## config.mk

```make
export PLATFORM = sky130hd
export DESIGN_NAME = ccp_capture_control
export DESIGN_NICKNAME = d
export VERILOG_FILES = /design/src/shared/ccp_pkg.sv /design/src/shared/ccp_edge_if.sv /design/src/design/ccp_capture_control.sv /design/src/design/ccp_edge_unit.sv
export SDC_FILE = /design/constraint.sdc
export NUM_CORES = 1
export LEC_CHECK = 0
export BUFFER_PORTS_ARGS = -buffer_cell sky130_fd_sc_hd__buf_2
export CORE_MARGIN = 3
export CORE_UTILIZATION = 50
export CTS_BUF_LIST = sky130_fd_sc_hd__clkbuf_8
export DETAILED_ROUTE_END_ITERATION = 8
export GPL_TIMING_DRIVEN = 0
export PLACE_DENSITY = 0.89
export SLEW_MARGIN = 10
export SYNTH_ARGS = -nofsm -noshare
export SYNTH_HDL_FRONTEND = slang
export SYNTH_SLANG_ARGS = --single-unit
```

## constraint.sdc

```tcl
create_clock -name clk_sys_i -period 2.15 [get_ports clk_sys_i]
set_clock_uncertainty 0.05 [all_clocks]
set_input_delay 0.645 -clock clk_sys_i [delete_from_list [all_inputs] [get_ports clk_sys_i]]
set_output_delay 0.645 -clock clk_sys_i [all_outputs]
set_load 0.01 [all_outputs]
```

## src/shared/ccp_pkg.sv

```systemverilog
// Function
// - Mode 0100 captures on every falling edge of the capture input.
// - Mode 0101 captures on every rising edge of the capture input.
// - Mode 0110 captures once per four rising edges.
// - Mode 0111 captures once per sixteen rising edges.
// - A capture copies the whole 16-bit timer value into the capture pair.
// - Every capture sets the unit event flag.
// - The event flag stays set until software clears it.
// - A new capture overwrites an unread captured value.
// - With the pin as output, a port latch change can cause a capture.
// - Changing the capture mode may raise a spurious event flag.
// - Prescale counter clears when off, outside capture, on reset; not on switching.
// - Mode 1010 sets the flag on match and leaves the pin alone.
// - Mode 1011 on match sets flag, resets timer, requests conversion if enabled.
package ccp_pkg;
    // Register byte offsets; only the low address bits are decoded.
    localparam int unsigned DEC_W = 8;
    localparam logic [7:0] OFS_CTRL = 8'h00;
    localparam logic [7:0] OFS_CAP_LOW = 8'h04;
    localparam logic [7:0] OFS_CAP_HIGH = 8'h08;
    localparam logic [7:0] OFS_DUTY_HIGH = 8'h0C;
    localparam logic [7:0] OFS_FLAG = 8'h10;
    localparam logic [7:0] OFS_ENABLE = 8'h14;
    // Control register fields and reset values.
    localparam int unsigned MODE_W = 4;
    localparam int unsigned CTRL_MODE_LSB = 0;
    localparam int unsigned CTRL_DUTY_LSB = 4;
    localparam int unsigned CTRL_IMPL_W = 6;
    localparam logic [5:0] CTRL_RST = 6'h00;
    localparam logic [7:0] BYTE_RST = 8'h00;
    localparam int unsigned FLAG_BIT = 0;
    // Mode encodings.
    localparam logic [3:0] MODE_OFF = 4'h0;
    localparam logic [3:0] MODE_CMP_TOGGLE = 4'h2;
    localparam logic [3:0] MODE_CAP_FALL = 4'h4;
    localparam logic [3:0] MODE_CAP_RISE = 4'h5;
    localparam logic [3:0] MODE_CAP_RISE4 = 4'h6;
    localparam logic [3:0] MODE_CAP_RISE16 = 4'h7;
    localparam logic [3:0] MODE_CMP_SET = 4'h8;
    localparam logic [3:0] MODE_CMP_CLR = 4'h9;
    localparam logic [3:0] MODE_CMP_SWI = 4'hA;
    localparam logic [3:0] MODE_CMP_SPECIAL = 4'hB;
    // Prescale counter width and divide masks.
    localparam int unsigned PRE_W = 4;
    localparam logic [3:0] PRE4_MASK = 4'h3;
    localparam logic [3:0] PRE16_MASK = 4'hF;
    // Bus constants.
    localparam logic [2:0] HSIZE_WORD = 3'h2;
    localparam logic HRESP_OKAY = 1'b0;

    // Capture modes are 01xx.
    function automatic logic is_capture(input logic [3:0] m);
        return m[3:2] == 2'b01;
    endfunction

    // Compare modes are 0010 and 10xx.
    function automatic logic is_compare(input logic [3:0] m);
        return (m == MODE_CMP_TOGGLE) || (m[3:2] == 2'b10);
    endfunction

    // Only the toggle, set and clear compare modes take the pin.
    function automatic logic drives_pin(input logic [3:0] m);
        return (m == MODE_CMP_TOGGLE) || (m == MODE_CMP_SET) || (m == MODE_CMP_CLR);
    endfunction
endpackage

```

## src/shared/ccp_edge_if.sv

```systemverilog
`timescale 1ns/1ps
// Mode, sampled pin level and capture strobe between control and edge logic.
interface ccp_edge_if;
    import ccp_pkg::*;
    logic [MODE_W-1:0] mode;
    logic level;
    logic capture;
    modport unit (input mode, input level, output capture);
    modport ctl (output mode, output level, input capture);
endinterface

```

## src/design/ccp_capture_control.sv

```systemverilog
// Added by the designer: the AHB-Lite interface to the registers and the placing of the registers.
`timescale 1ns/1ps
module ccp_capture_control #(
    parameter int unsigned TIMER_W = 16
) (
    input wire logic clk_sys_i,
    input wire logic rst_n_i,
    input wire logic hsel_i,
    input wire logic [31:0] haddr_i,
    input wire logic [1:0] htrans_i,
    input wire logic hwrite_i,
    input wire logic [2:0] hsize_i,
    input wire logic [31:0] hwdata_i,
    input wire logic hready_i,
    output logic hreadyout_o,
    output logic hresp_o,
    output logic [31:0] hrdata_o,
    input wire logic pin_i,
    input wire logic pin_dir_i,
    input wire logic port_latch_i,
    input wire logic [TIMER_W-1:0] timer_value_i,
    input wire logic adc_enable_i,
    output logic timer_reset_o,
    output logic adc_start_o,
    output logic cmp_pin_o,
    output logic cmp_pin_oe_o,
    output logic irq_o
);
    import ccp_pkg::*;

    // The capture pair is two bytes, so only a 16-bit timer fits.
    if (TIMER_W != 16) begin : g_bad_width
        $error("TIMER_W must be 16");
    end

    // Control and data registers.
    logic [CTRL_IMPL_W-1:0] ctrl;
    logic [CTRL_IMPL_W-1:0] next_ctrl;
    logic [TIMER_W-1:0] cap_val;
    logic [TIMER_W-1:0] next_cap_val;
    logic [7:0] duty_high;
    logic [7:0] next_duty_high;
    logic flag;
    logic next_flag;
    logic enable;
    logic next_enable;
    logic cmp_out;
    logic next_cmp_out;
    logic match_q;
    logic next_match_q;
    logic next_timer_reset;
    logic next_adc_start;
    // Bus data phase state.
    logic dph_wr;
    logic next_dph_wr;
    logic [DEC_W-1:0] dph_addr;
    logic [DEC_W-1:0] next_dph_addr;
    logic [31:0] next_hrdata;
    // Decoded terms.
    logic [3:0] mode;
    logic aph;
    logic match;
    logic match_rise;
    logic flag_clr;
    logic [31:0] rd_word;
    // Pin synchroniser.
    logic pin_meta;
    logic pin_sync;

    ccp_edge_if ecap ();

    ccp_edge_unit u_edge (
        .clk_sys_i(clk_sys_i),
        .rst_n_i(rst_n_i),
        .edge_bus(ecap)
    );

    // The pad is asynchronous; two flops before the edge logic sees it.
    always_ff @(posedge clk_sys_i) begin
        if (!rst_n_i) begin
            pin_meta <= 1'b0;
            pin_sync <= 1'b0;
        end else begin
            pin_meta <= pin_i;
            pin_sync <= pin_meta;
        end
    end

    // With the pin set as output the port latch is what the edge logic watches.
    assign mode = ctrl[CTRL_MODE_LSB +: MODE_W];
    assign ecap.mode = mode;
    assign ecap.level = pin_dir_i ? pin_sync : port_latch_i;

    // Zero wait state slave that never errors.
    assign hreadyout_o = 1'b1;
    assign hresp_o = HRESP_OKAY;
    assign irq_o = flag & enable;
    assign cmp_pin_o = cmp_out;
    assign cmp_pin_oe_o = drives_pin(mode);

    // Read mux; bits seven and six of the control word are not stored.
    always_comb begin
        rd_word = 32'h0000_0000;
        case (haddr_i[DEC_W-1:0])
            OFS_CTRL: begin
                rd_word[CTRL_IMPL_W-1:0] = ctrl;
            end
            OFS_CAP_LOW: begin
                rd_word[7:0] = cap_val[7:0];
            end
            OFS_CAP_HIGH: begin
                rd_word[7:0] = cap_val[15:8];
            end
            OFS_DUTY_HIGH: begin
                rd_word[7:0] = duty_high;
            end
            OFS_FLAG: begin
                rd_word[FLAG_BIT] = flag;
            end
            OFS_ENABLE: begin
                rd_word[FLAG_BIT] = enable;
            end
            default: begin
                rd_word = 32'h0000_0000;
            end
        endcase
    end

    // Next state of the bus, the registers and the compare logic.
    always_comb begin
        aph = hsel_i & htrans_i[1] & hready_i;
        next_dph_wr = aph & hwrite_i & (hsize_i == HSIZE_WORD);
        next_dph_addr = aph ? haddr_i[DEC_W-1:0] : dph_addr;
        next_hrdata = (aph & ~hwrite_i) ? rd_word : hrdata_o;
        next_ctrl = ctrl;
        next_cap_val = cap_val;
        next_duty_high = duty_high;
        next_enable = enable;
        flag_clr = 1'b0;
        if (dph_wr) begin
            case (dph_addr)
                OFS_CTRL: begin
                    next_ctrl = hwdata_i[CTRL_IMPL_W-1:0];
                end
                OFS_CAP_LOW: begin
                    next_cap_val[7:0] = hwdata_i[7:0];
                end
                OFS_CAP_HIGH: begin
                    next_cap_val[15:8] = hwdata_i[7:0];
                end
                OFS_DUTY_HIGH: begin
                    next_duty_high = hwdata_i[7:0];
                end
                OFS_FLAG: begin
                    flag_clr = hwdata_i[FLAG_BIT];
                end
                OFS_ENABLE: begin
                    next_enable = hwdata_i[FLAG_BIT];
                end
                default: begin
                    next_enable = enable;
                end
            endcase
        end
        // A capture beats a software write to the pair and overwrites unread data.
        if (ecap.capture) begin
            next_cap_val = timer_value_i;
        end
        // Flag on the first cycle of a match only; the timer may hold its value.
        match = is_compare(mode) && (timer_value_i == cap_val);
        match_rise = match & ~match_q;
        next_match_q = match;
        // Only software clears the flag, and a same-cycle event wins.
        next_flag = flag & ~flag_clr;
        if (ecap.capture || match_rise) begin
            next_flag = 1'b1;
        end
        // The duty low bits are stored but steer nothing in any mode.
        next_cmp_out = cmp_out;
        if (mode == MODE_OFF) begin
            next_cmp_out = 1'b0;
        end else if (match_rise) begin
            case (mode)
                MODE_CMP_SET: begin
                    next_cmp_out = 1'b1;
                end
                MODE_CMP_CLR: begin
                    next_cmp_out = 1'b0;
                end
                MODE_CMP_TOGGLE: begin
                    next_cmp_out = ~cmp_out;
                end
                default: begin
                    next_cmp_out = cmp_out;
                end
            endcase
        end
        // Special event: one-cycle timer reset and a gated conversion request.
        next_timer_reset = match_rise && (mode == MODE_CMP_SPECIAL);
        next_adc_start = next_timer_reset & adc_enable_i;
    end

    // Registers only.
    always_ff @(posedge clk_sys_i) begin
        if (!rst_n_i) begin
            ctrl <= CTRL_RST;
            cap_val <= '0;
            duty_high <= BYTE_RST;
            flag <= 1'b0;
            enable <= 1'b0;
            cmp_out <= 1'b0;
            match_q <= 1'b0;
            timer_reset_o <= 1'b0;
            adc_start_o <= 1'b0;
            dph_wr <= 1'b0;
            dph_addr <= '0;
            hrdata_o <= 32'h0000_0000;
        end else begin
            ctrl <= next_ctrl;
            cap_val <= next_cap_val;
            duty_high <= next_duty_high;
            flag <= next_flag;
            enable <= next_enable;
            cmp_out <= next_cmp_out;
            match_q <= next_match_q;
            timer_reset_o <= next_timer_reset;
            adc_start_o <= next_adc_start;
            dph_wr <= next_dph_wr;
            dph_addr <= next_dph_addr;
            hrdata_o <= next_hrdata;
        end
    end
endmodule // ccp_capture_control

```

## src/design/ccp_edge_unit.sv

```systemverilog
`timescale 1ns/1ps
module ccp_edge_unit (
    input wire logic clk_sys_i,
    input wire logic rst_n_i,
    ccp_edge_if.unit edge_bus
);
    import ccp_pkg::*;

    logic level_q;
    logic next_level_q;
    logic [PRE_W-1:0] pre_cnt;
    logic [PRE_W-1:0] next_pre_cnt;
    logic [PRE_W-1:0] pre_mask;
    logic rise;
    logic fall;

    // Edge detection runs in every mode, so a mode change cannot see an old edge as new.
    always_comb begin
        rise = edge_bus.level & ~level_q;
        fall = ~edge_bus.level & level_q;
        next_level_q = edge_bus.level;
        next_pre_cnt = pre_cnt;
        pre_mask = PRE16_MASK;
        edge_bus.capture = 1'b0;
        case (edge_bus.mode)
            MODE_CAP_FALL: begin
                edge_bus.capture = fall;
            end
            MODE_CAP_RISE: begin
                edge_bus.capture = rise;
            end
            MODE_CAP_RISE4, MODE_CAP_RISE16: begin
                if (edge_bus.mode == MODE_CAP_RISE4) begin
                    pre_mask = PRE4_MASK;
                end
                // The counter is shared by both dividers and is not cleared on a switch.
                if (rise) begin
                    next_pre_cnt = pre_cnt + 1'b1;
                    edge_bus.capture = (pre_cnt & pre_mask) == pre_mask;
                end
            end
            default: begin
                next_pre_cnt = '0;
            end
        endcase
    end

    // Registers only.
    always_ff @(posedge clk_sys_i) begin
        if (!rst_n_i) begin
            level_q <= 1'b0;
            pre_cnt <= '0;
        end else begin
            level_q <= next_level_q;
            pre_cnt <= next_pre_cnt;
        end
    end
endmodule // ccp_edge_unit

```

==> results_dict.tcl, run 1 <==
set metrics [dict create \
    post-route-period-util_pct 97.4 \
    instances_no_fill 517 \
    slew_viol_final 0 \
    ys_seq_elements 60 \
    yosysTopAreaCell "dfxtp_1" \
    cts_buffers 9 \
    ir_drop_uv 436 \
    clock_latency_ps 360 \
    antenna_cells 0 \
    preCtsSetupSlack_ps -199 \
    gr-total-overflow 0 \
    ant_nets 0 \
    synth.distinct_cells 43 \
    comb_power_share_pct 8.0 \
    worstPathMaxFanout 9 \
    cts_tree "done" \
    antenna_found_initial 0 \
    num_rows 28 \
    p_per_area_nw_per_um2 672 \
    hold_path.class "register to register" \
    hold_slack_ps 386 \
    fin_util_pct 64.7 \
    coreArea_sq_um 6030 \
    critPathLaunchType "register" \
    io_pins 133 \
    dominantRegCellSynth "dfxtp_1" \
    wl_per_cell_microns 15.1 \
    internal_power_w 0.00204 \
    worstSetupPathType "register to output port" \
    die_w_microns 85.3 \
    multi_input_area_sq_um 1750 \
    io_buffers 57 \
    routed_wl_mm 7.80 \
    synthTopCellsByArea "dfxtp_1 (38%), mux2i_1 (11%), buf_4 (6.4%)" \
    drt_iter0_markers 230 \
    pwr-share-seq_pct 43.0 \
    grt_pass1_wl_mm 12.1 \
    slew_headroom_pct 58.7 \
    synth-seq-area-share_pct 38.2 \
    syn_inst 344 \
    p_leak_nw 1.86 \
    swShare_pct 21.9 \
    drc 0 \
    die_area_sq_um 7280 \
    final_common_cell "buf_2" \
    hold_buffers 0 \
    p_clk_share_pct 49.0 \
    finalNetCount 532 \
    critical_path_required_ps 1450 \
    regArea_sq_um 1200 \
    min_period_ps 2090 \
    die_h_microns 85.3 \
    avgSynthCellArea_sq_um 9.15 \
    synth_area_sq_um 3150 \
    cp-end-kind "output port" \
    via_per_inst 5.34 \
    clk_pin_slew_ps 60 \
    nFillCells 507 \
    synthToLayoutAreaGrowth_pct 23.8 \
    final_cell_mix "buf_2 (60), dfxtp_1 (57), mux2i_1 (35)" \
    async_flop_share_pct 0 \
    critPathArrivalTime_ps 1400 \
    cts_max_level 3 \
    clock_sinks 60 \
    rsz0062_at_grt "no" \
    max-cap-violations 0 \
    setup_viol 0 \
    root_buffer "clkbuf_8" \
    drive_gt1_share_pct 27.8 \
    yosysWarnings 0 \
    tightest_slew_ps 618 \
    clk_path_buf_depth 2 \
    place.gp.congestion 0.879 \
    grt_start_max_net_pins 11 \
    worst_slack_ps 56.5 \
    outcome "completed" \
    finalHoldViolCount 0 \
    synth_edf_count 0 \
    grt_pass1_vias 2540 \
    synth_top_area_share_pct 38.2 \
    dp_cells 500 \
    start_util_pct 52.2 \
    dp_hpwl_mm 5.54 \
    vias 2761 \
    dr.pass1.iters 5 \
    p_sw_w 0.000573 \
    track_usage_pct 21.7 \
    clock.fmax_mhz 478 \
]
==> metal layers <==
layer  vias up  share of wire (%)  GRT usage, %
li1       1335                  -             -
met1      1263                 40          25.9
met2       140                 49          36.3
met3        23                8.9          6.12
met4         0                2.5          9.21
met5         -                  0             0
==> final timing paths <==
path / cells past startpoint / startpoint / endpoint / slack, ps
max: 5 / ctrl[0]$_SDFFE_PN0P_ / cmp_pin_oe_o / 60
min: 1 / pin_meta$_SDFF_PN0_ / pin_sync$_SDFF_PN0_ / 390
max reg2reg: 6 / u_edge.pre_cnt[0]$_SDFFE_PN0P_ / cap_val[5]$_SDFFE_PN0P_ / 140
min reg2reg: 1 / pin_meta$_SDFF_PN0_ / pin_sync$_SDFF_PN0_ / 390
==> per-stage QoR <==
step / instance area, sq um / setup TNS (ps) / power [W]
global placement: 3620 / -1970 / 0.00135
finish: 3900 / 0 / 0.00262
global route: 3900 / 0 / 0.00270
CTS: 3910 / 0 / 0.00261
floorplan: 3240 / 0 / 0.00127
detailed placement: 3620 / -2830 / 0.00135
==> cell type report <==
| type | instances | share of cell area [%] |
|---|---|---|
| Timing Repair Buffer | 60 | 7.90 |
| Inverter | 5 | 0.482 |
| Sequential cell | 60 | 30.9 |
| Clock buffer | 11 | 3.89 |
| Multi-Input combinational cell | 259 | 45.0 |
| Tap cell | 75 | 2.41 |
| Buffer | 42 | 6.87 |
| Clock inverter | 5 | 2.54 |
==> cells in the mapped netlist (all sizes together) (3+ instances only) <==
cell type / instances
dfxtp: 60
nor2: 10
nor3: 4
buf: 32
nor4: 5
clkbuf: 12
nand2: 34
and2: 4
a21oi: 20
mux4: 5
nor3b: 3
a21boi: 16
and3: 3
nand3: 12
nor2b: 19
mux2i: 35
xor2: 17
inv: 5
o21ai: 19
==> registers in the layout (all words and copies together), names as in the netlist <==
name            flops
dph_wr              1
u_edge.pre_cnt      4
u_edge.level_q      1
match_q             1
enable              1
adc_start_o         1
ctrl                6
duty_high           8
hrdata_o            8
dph_addr            8
timer_reset_o       1
cmp_pin_o           1
pin_sync            1
pin_meta            1
cap_val            16
flag                1
==> cell families (layout without fill, tap and decap cells) <==
group | after synthesis | in the layout | share of synthesized area, %
buf+inv | 49 | 123 | 9.46
other cells | 2 | 26 | 0.239
fa+ha+maj | 1 | 1 | 0.397
simple gates | 108 | 108 | 18.9
compound gates | 63 | 63 | 12.1
mux | 42 | 42 | 15.4
xor+xnor | 19 | 19 | 5.29
flops | 60 | 60 | 38.2
==> repair_timing <==
item / 4_1_cts / 5_1_grt
hold endpoints to repair: 0 / 0
buffers inserted: 3 / 0
pin swaps: 0 / 0
endpoints found under the setup margin: 1 / 11
gates resized for setup: 6 / 3
==> power groups by stage <==
stage / clock network (W) / logic (W) / registers [W]
floorplan: 0 / 0.000123 / 0.00115
global placement: 0 / 0.000201 / 0.00115
detailed placement: 0 / 0.000203 / 0.00115
CTS: 0.00128 / 0.000205 / 0.00113
global route: 0.00135 / 0.000228 / 0.00113
finish: 0.00128 / 0.000208 / 0.00113
==> critical path, stage by stage, from the launching register on <==
cell,delay [ps]
dfxtp_2,380
nor3b_4,220
a21oi_1,60
or2_4,230
inv_1,50
buf_2,120
Power figures use the tool's default switching activity.
==> inputs of run 2 (changes only) <==
==> constraint.sdc (replaced) <==
create_clock -name clk_sys_i -period 2.15 [get_ports clk_sys_i]
set_clock_uncertainty 0.05 [all_clocks]
set_input_delay 0 -clock clk_sys_i [delete_from_list [all_inputs] [get_ports clk_sys_i]]
set_output_delay 0 -clock clk_sys_i [all_outputs]
set_load 0.01 [all_outputs]
==> results_dict.tcl, run 2 (synthesis results as in run 1) <==
set metrics [dict create \
    clk_pin_slew_ps 70 \
    worstHoldStart "rst_n_i" \
    io_pins 133 \
    worstSetupPathType "register to register" \
    total_power_w 0.00267 \
    critical_path.top_delay_family "simple AND/OR/NAND/NOR gates" \
    routed_wl_mm 8.49 \
    track_usage_pct 23.6 \
    min_path_cells 4 \
    slew_headroom_pct 58.8 \
    grt_pass1_wl_mm 13.4 \
    cp-end-kind "register" \
    rsz0062_at_grt "yes" \
    dp_hpwl_mm 5.54 \
    hold_path.class "input port to register" \
    rr_worst_depth 5 \
    finalNetCount 567 \
    min_period_ps 2000 \
    worst_slack_ps 148 \
    critPathBufInv 0 \
    critPathSlowestCell "nand3_1" \
    clock_sinks 60 \
    clk_path_buf_depth 2 \
    slew_viol_final 0 \
    io_buffers 57 \
    num_rows 28 \
    setup_viol 0 \
    whs_endpoint "cmp_pin_o$_SDFFE_PP0P_" \
    post-route-period-util_pct 93.1 \
    drc 0 \
    finalHoldViolCount 0 \
    place.gp.congestion 0.879 \
    tightest_slew_ps 617 \
    vias 2929 \
    final_common_cell "buf_2" \
    r2r-end "cap_val[14]$_SDFFE_PN0P_" \
    drive_gt1_share_pct 24.9 \
    clock.fmax_mhz 499 \
    clock_latency_ps 350 \
    hold_slack_ps 179 \
    critPathArrivalTime_ps 2160 \
    p_leak_nw 2.00 \
    die_w_microns 85.3 \
    largest_reg_flops 16 \
    start_util_pct 52.2 \
    wl_per_cell_microns 15.4 \
    p_per_area_nw_per_um2 631 \
    grt_pass1_vias 2889 \
    preCtsSetupSlack_ps 211 \
    die_area_sq_um 7280 \
    antenna_cells 0 \
    dr.pass1.iters 5 \
    grt_start_max_net_pins 11 \
    final_cell_mix "buf_2 (61), dfxtp_1 (60), dlygate4sd3_1 (36)" \
    outcome "completed" \
    gr-total-overflow 0 \
    coreArea_sq_um 6030 \
    ant_nets 0 \
    critPathLaunchType "register" \
    root_buffer "clkbuf_8" \
    ir_drop_uv 393 \
    largest-register "cap_val" \
    rrSetupSlack_ps 150 \
    drt_iter0_markers 245 \
    cts_buffers 9 \
    post_cts_buffers 0 \
    dpl-instance-area_sq_um 3620 \
    antenna_found_initial 0 \
    max-cap-violations 0 \
    synthToLayoutAreaGrowth_pct 34.5 \
    reg2reg_from "dph_addr[7]$_SDFFE_PN0P_" \
    cts_max_level 3 \
    worstPathMaxFanout 8 \
    via_per_inst 5.31 \
    crit_chain "nor4_2, and2_2, nand3_1, mux2i_1, a21oi_1" \
    die_h_microns 85.3 \
    critical_path_required_ps 2310 \
    slowest_delay_ps 460 \
    cts_tree "done" \
    final_area_sq_um 4240 \
]
run 2: cell count changes in the layout (fill, tap and decap cells not counted):
cell | before | now
buf_2 | 60 | 61
nor4_1 | 4 | 3
dfxtp_1 | 57 | 60
or2_4 | 1 | 0
dlygate4sd3_1 | 0 | 36
nor3b_4 | 1 | 0
buf_4 | 29 | 27
dfxtp_2 | 3 | 0
or2_2 | 0 | 1
nor3b_1 | 2 | 3
nor4_2 | 1 | 2
run 2: layout make-up:
cell class / count / area, sq um
multi-input cells: 259 / 1750
repair buffers: 93 / 646
clock inverters: 5 / 98.8
inverters: 5 / 18.8
well taps: 75 / 93.8
plain buffers: 44 / 280
flip-flops and latches: 60 / 1200
clock buffers: 11 / 151
fillers: 455 / 1790
run 2: worst max path at each step:
stage | start | end | slack, ps | cells past startpoint
5_1_grt | u_edge.pre_cnt[0]$_SDFFE_PN0P_ | cap_val[14]$_SDFFE_PN0P_ | -0.3 | 6
3_5_place_dp | u_edge.pre_cnt[0]$_SDFFE_PN0P_ | cap_val[8]$_SDFFE_PN0P_ | 210 | 7
3_3_place_gp | cap_val[4]$_SDFFE_PN0P_ | adc_start_o$_SDFF_PN0_ | 270 | 5
4_1_cts | u_edge.pre_cnt[0]$_SDFFE_PN0P_ | cap_val[8]$_SDFFE_PN0P_ | 180 | 7
6_report | dph_addr[7]$_SDFFE_PN0P_ | cap_val[14]$_SDFFE_PN0P_ | 150 | 5
2_1_floorplan | dph_addr[7]$_SDFFE_PN0P_ | cap_val[4]$_SDFFE_PN0P_ | 460 | 6
run 2: stage by stage:
stage	setup TNS, ps	utilization (%)	instances
floorplan	0	-	368
global placement	0	60.0	500
detailed placement	0	60.0	500
CTS	0	70.2	552
global route	-0.253	70.3	552
finish	0	70.3	552
run 2: metal layers:
metal | global-route usage [%] | share of wire [%]
met2 | 40.9 | 49
met1 | 27.6 | 39
met3 | 4.85 | 8.1
met4 | 11.8 | 3.6
met5 | 0 | 0
run 2: report_power, final:
part           switching, W  total, W  internal (W)
Sequential       0.00000654   0.00113       0.00112
Combinational      0.000125  0.000265      0.000140
Clock              0.000456   0.00128      0.000827
Total              0.000588   0.00267       0.00209
run 2: tightest hold or removal path: stages:
cell	delay, ps
buf_2	120
clkbuf_1	230
o41ai_1	120
nor3b_1	60
run 2: timing repair:
action	CTS	global route
setup endpoints to repair	0	13
endpoints found under the hold margin	49	0
hold buffers	36	0
resized for setup	0	3
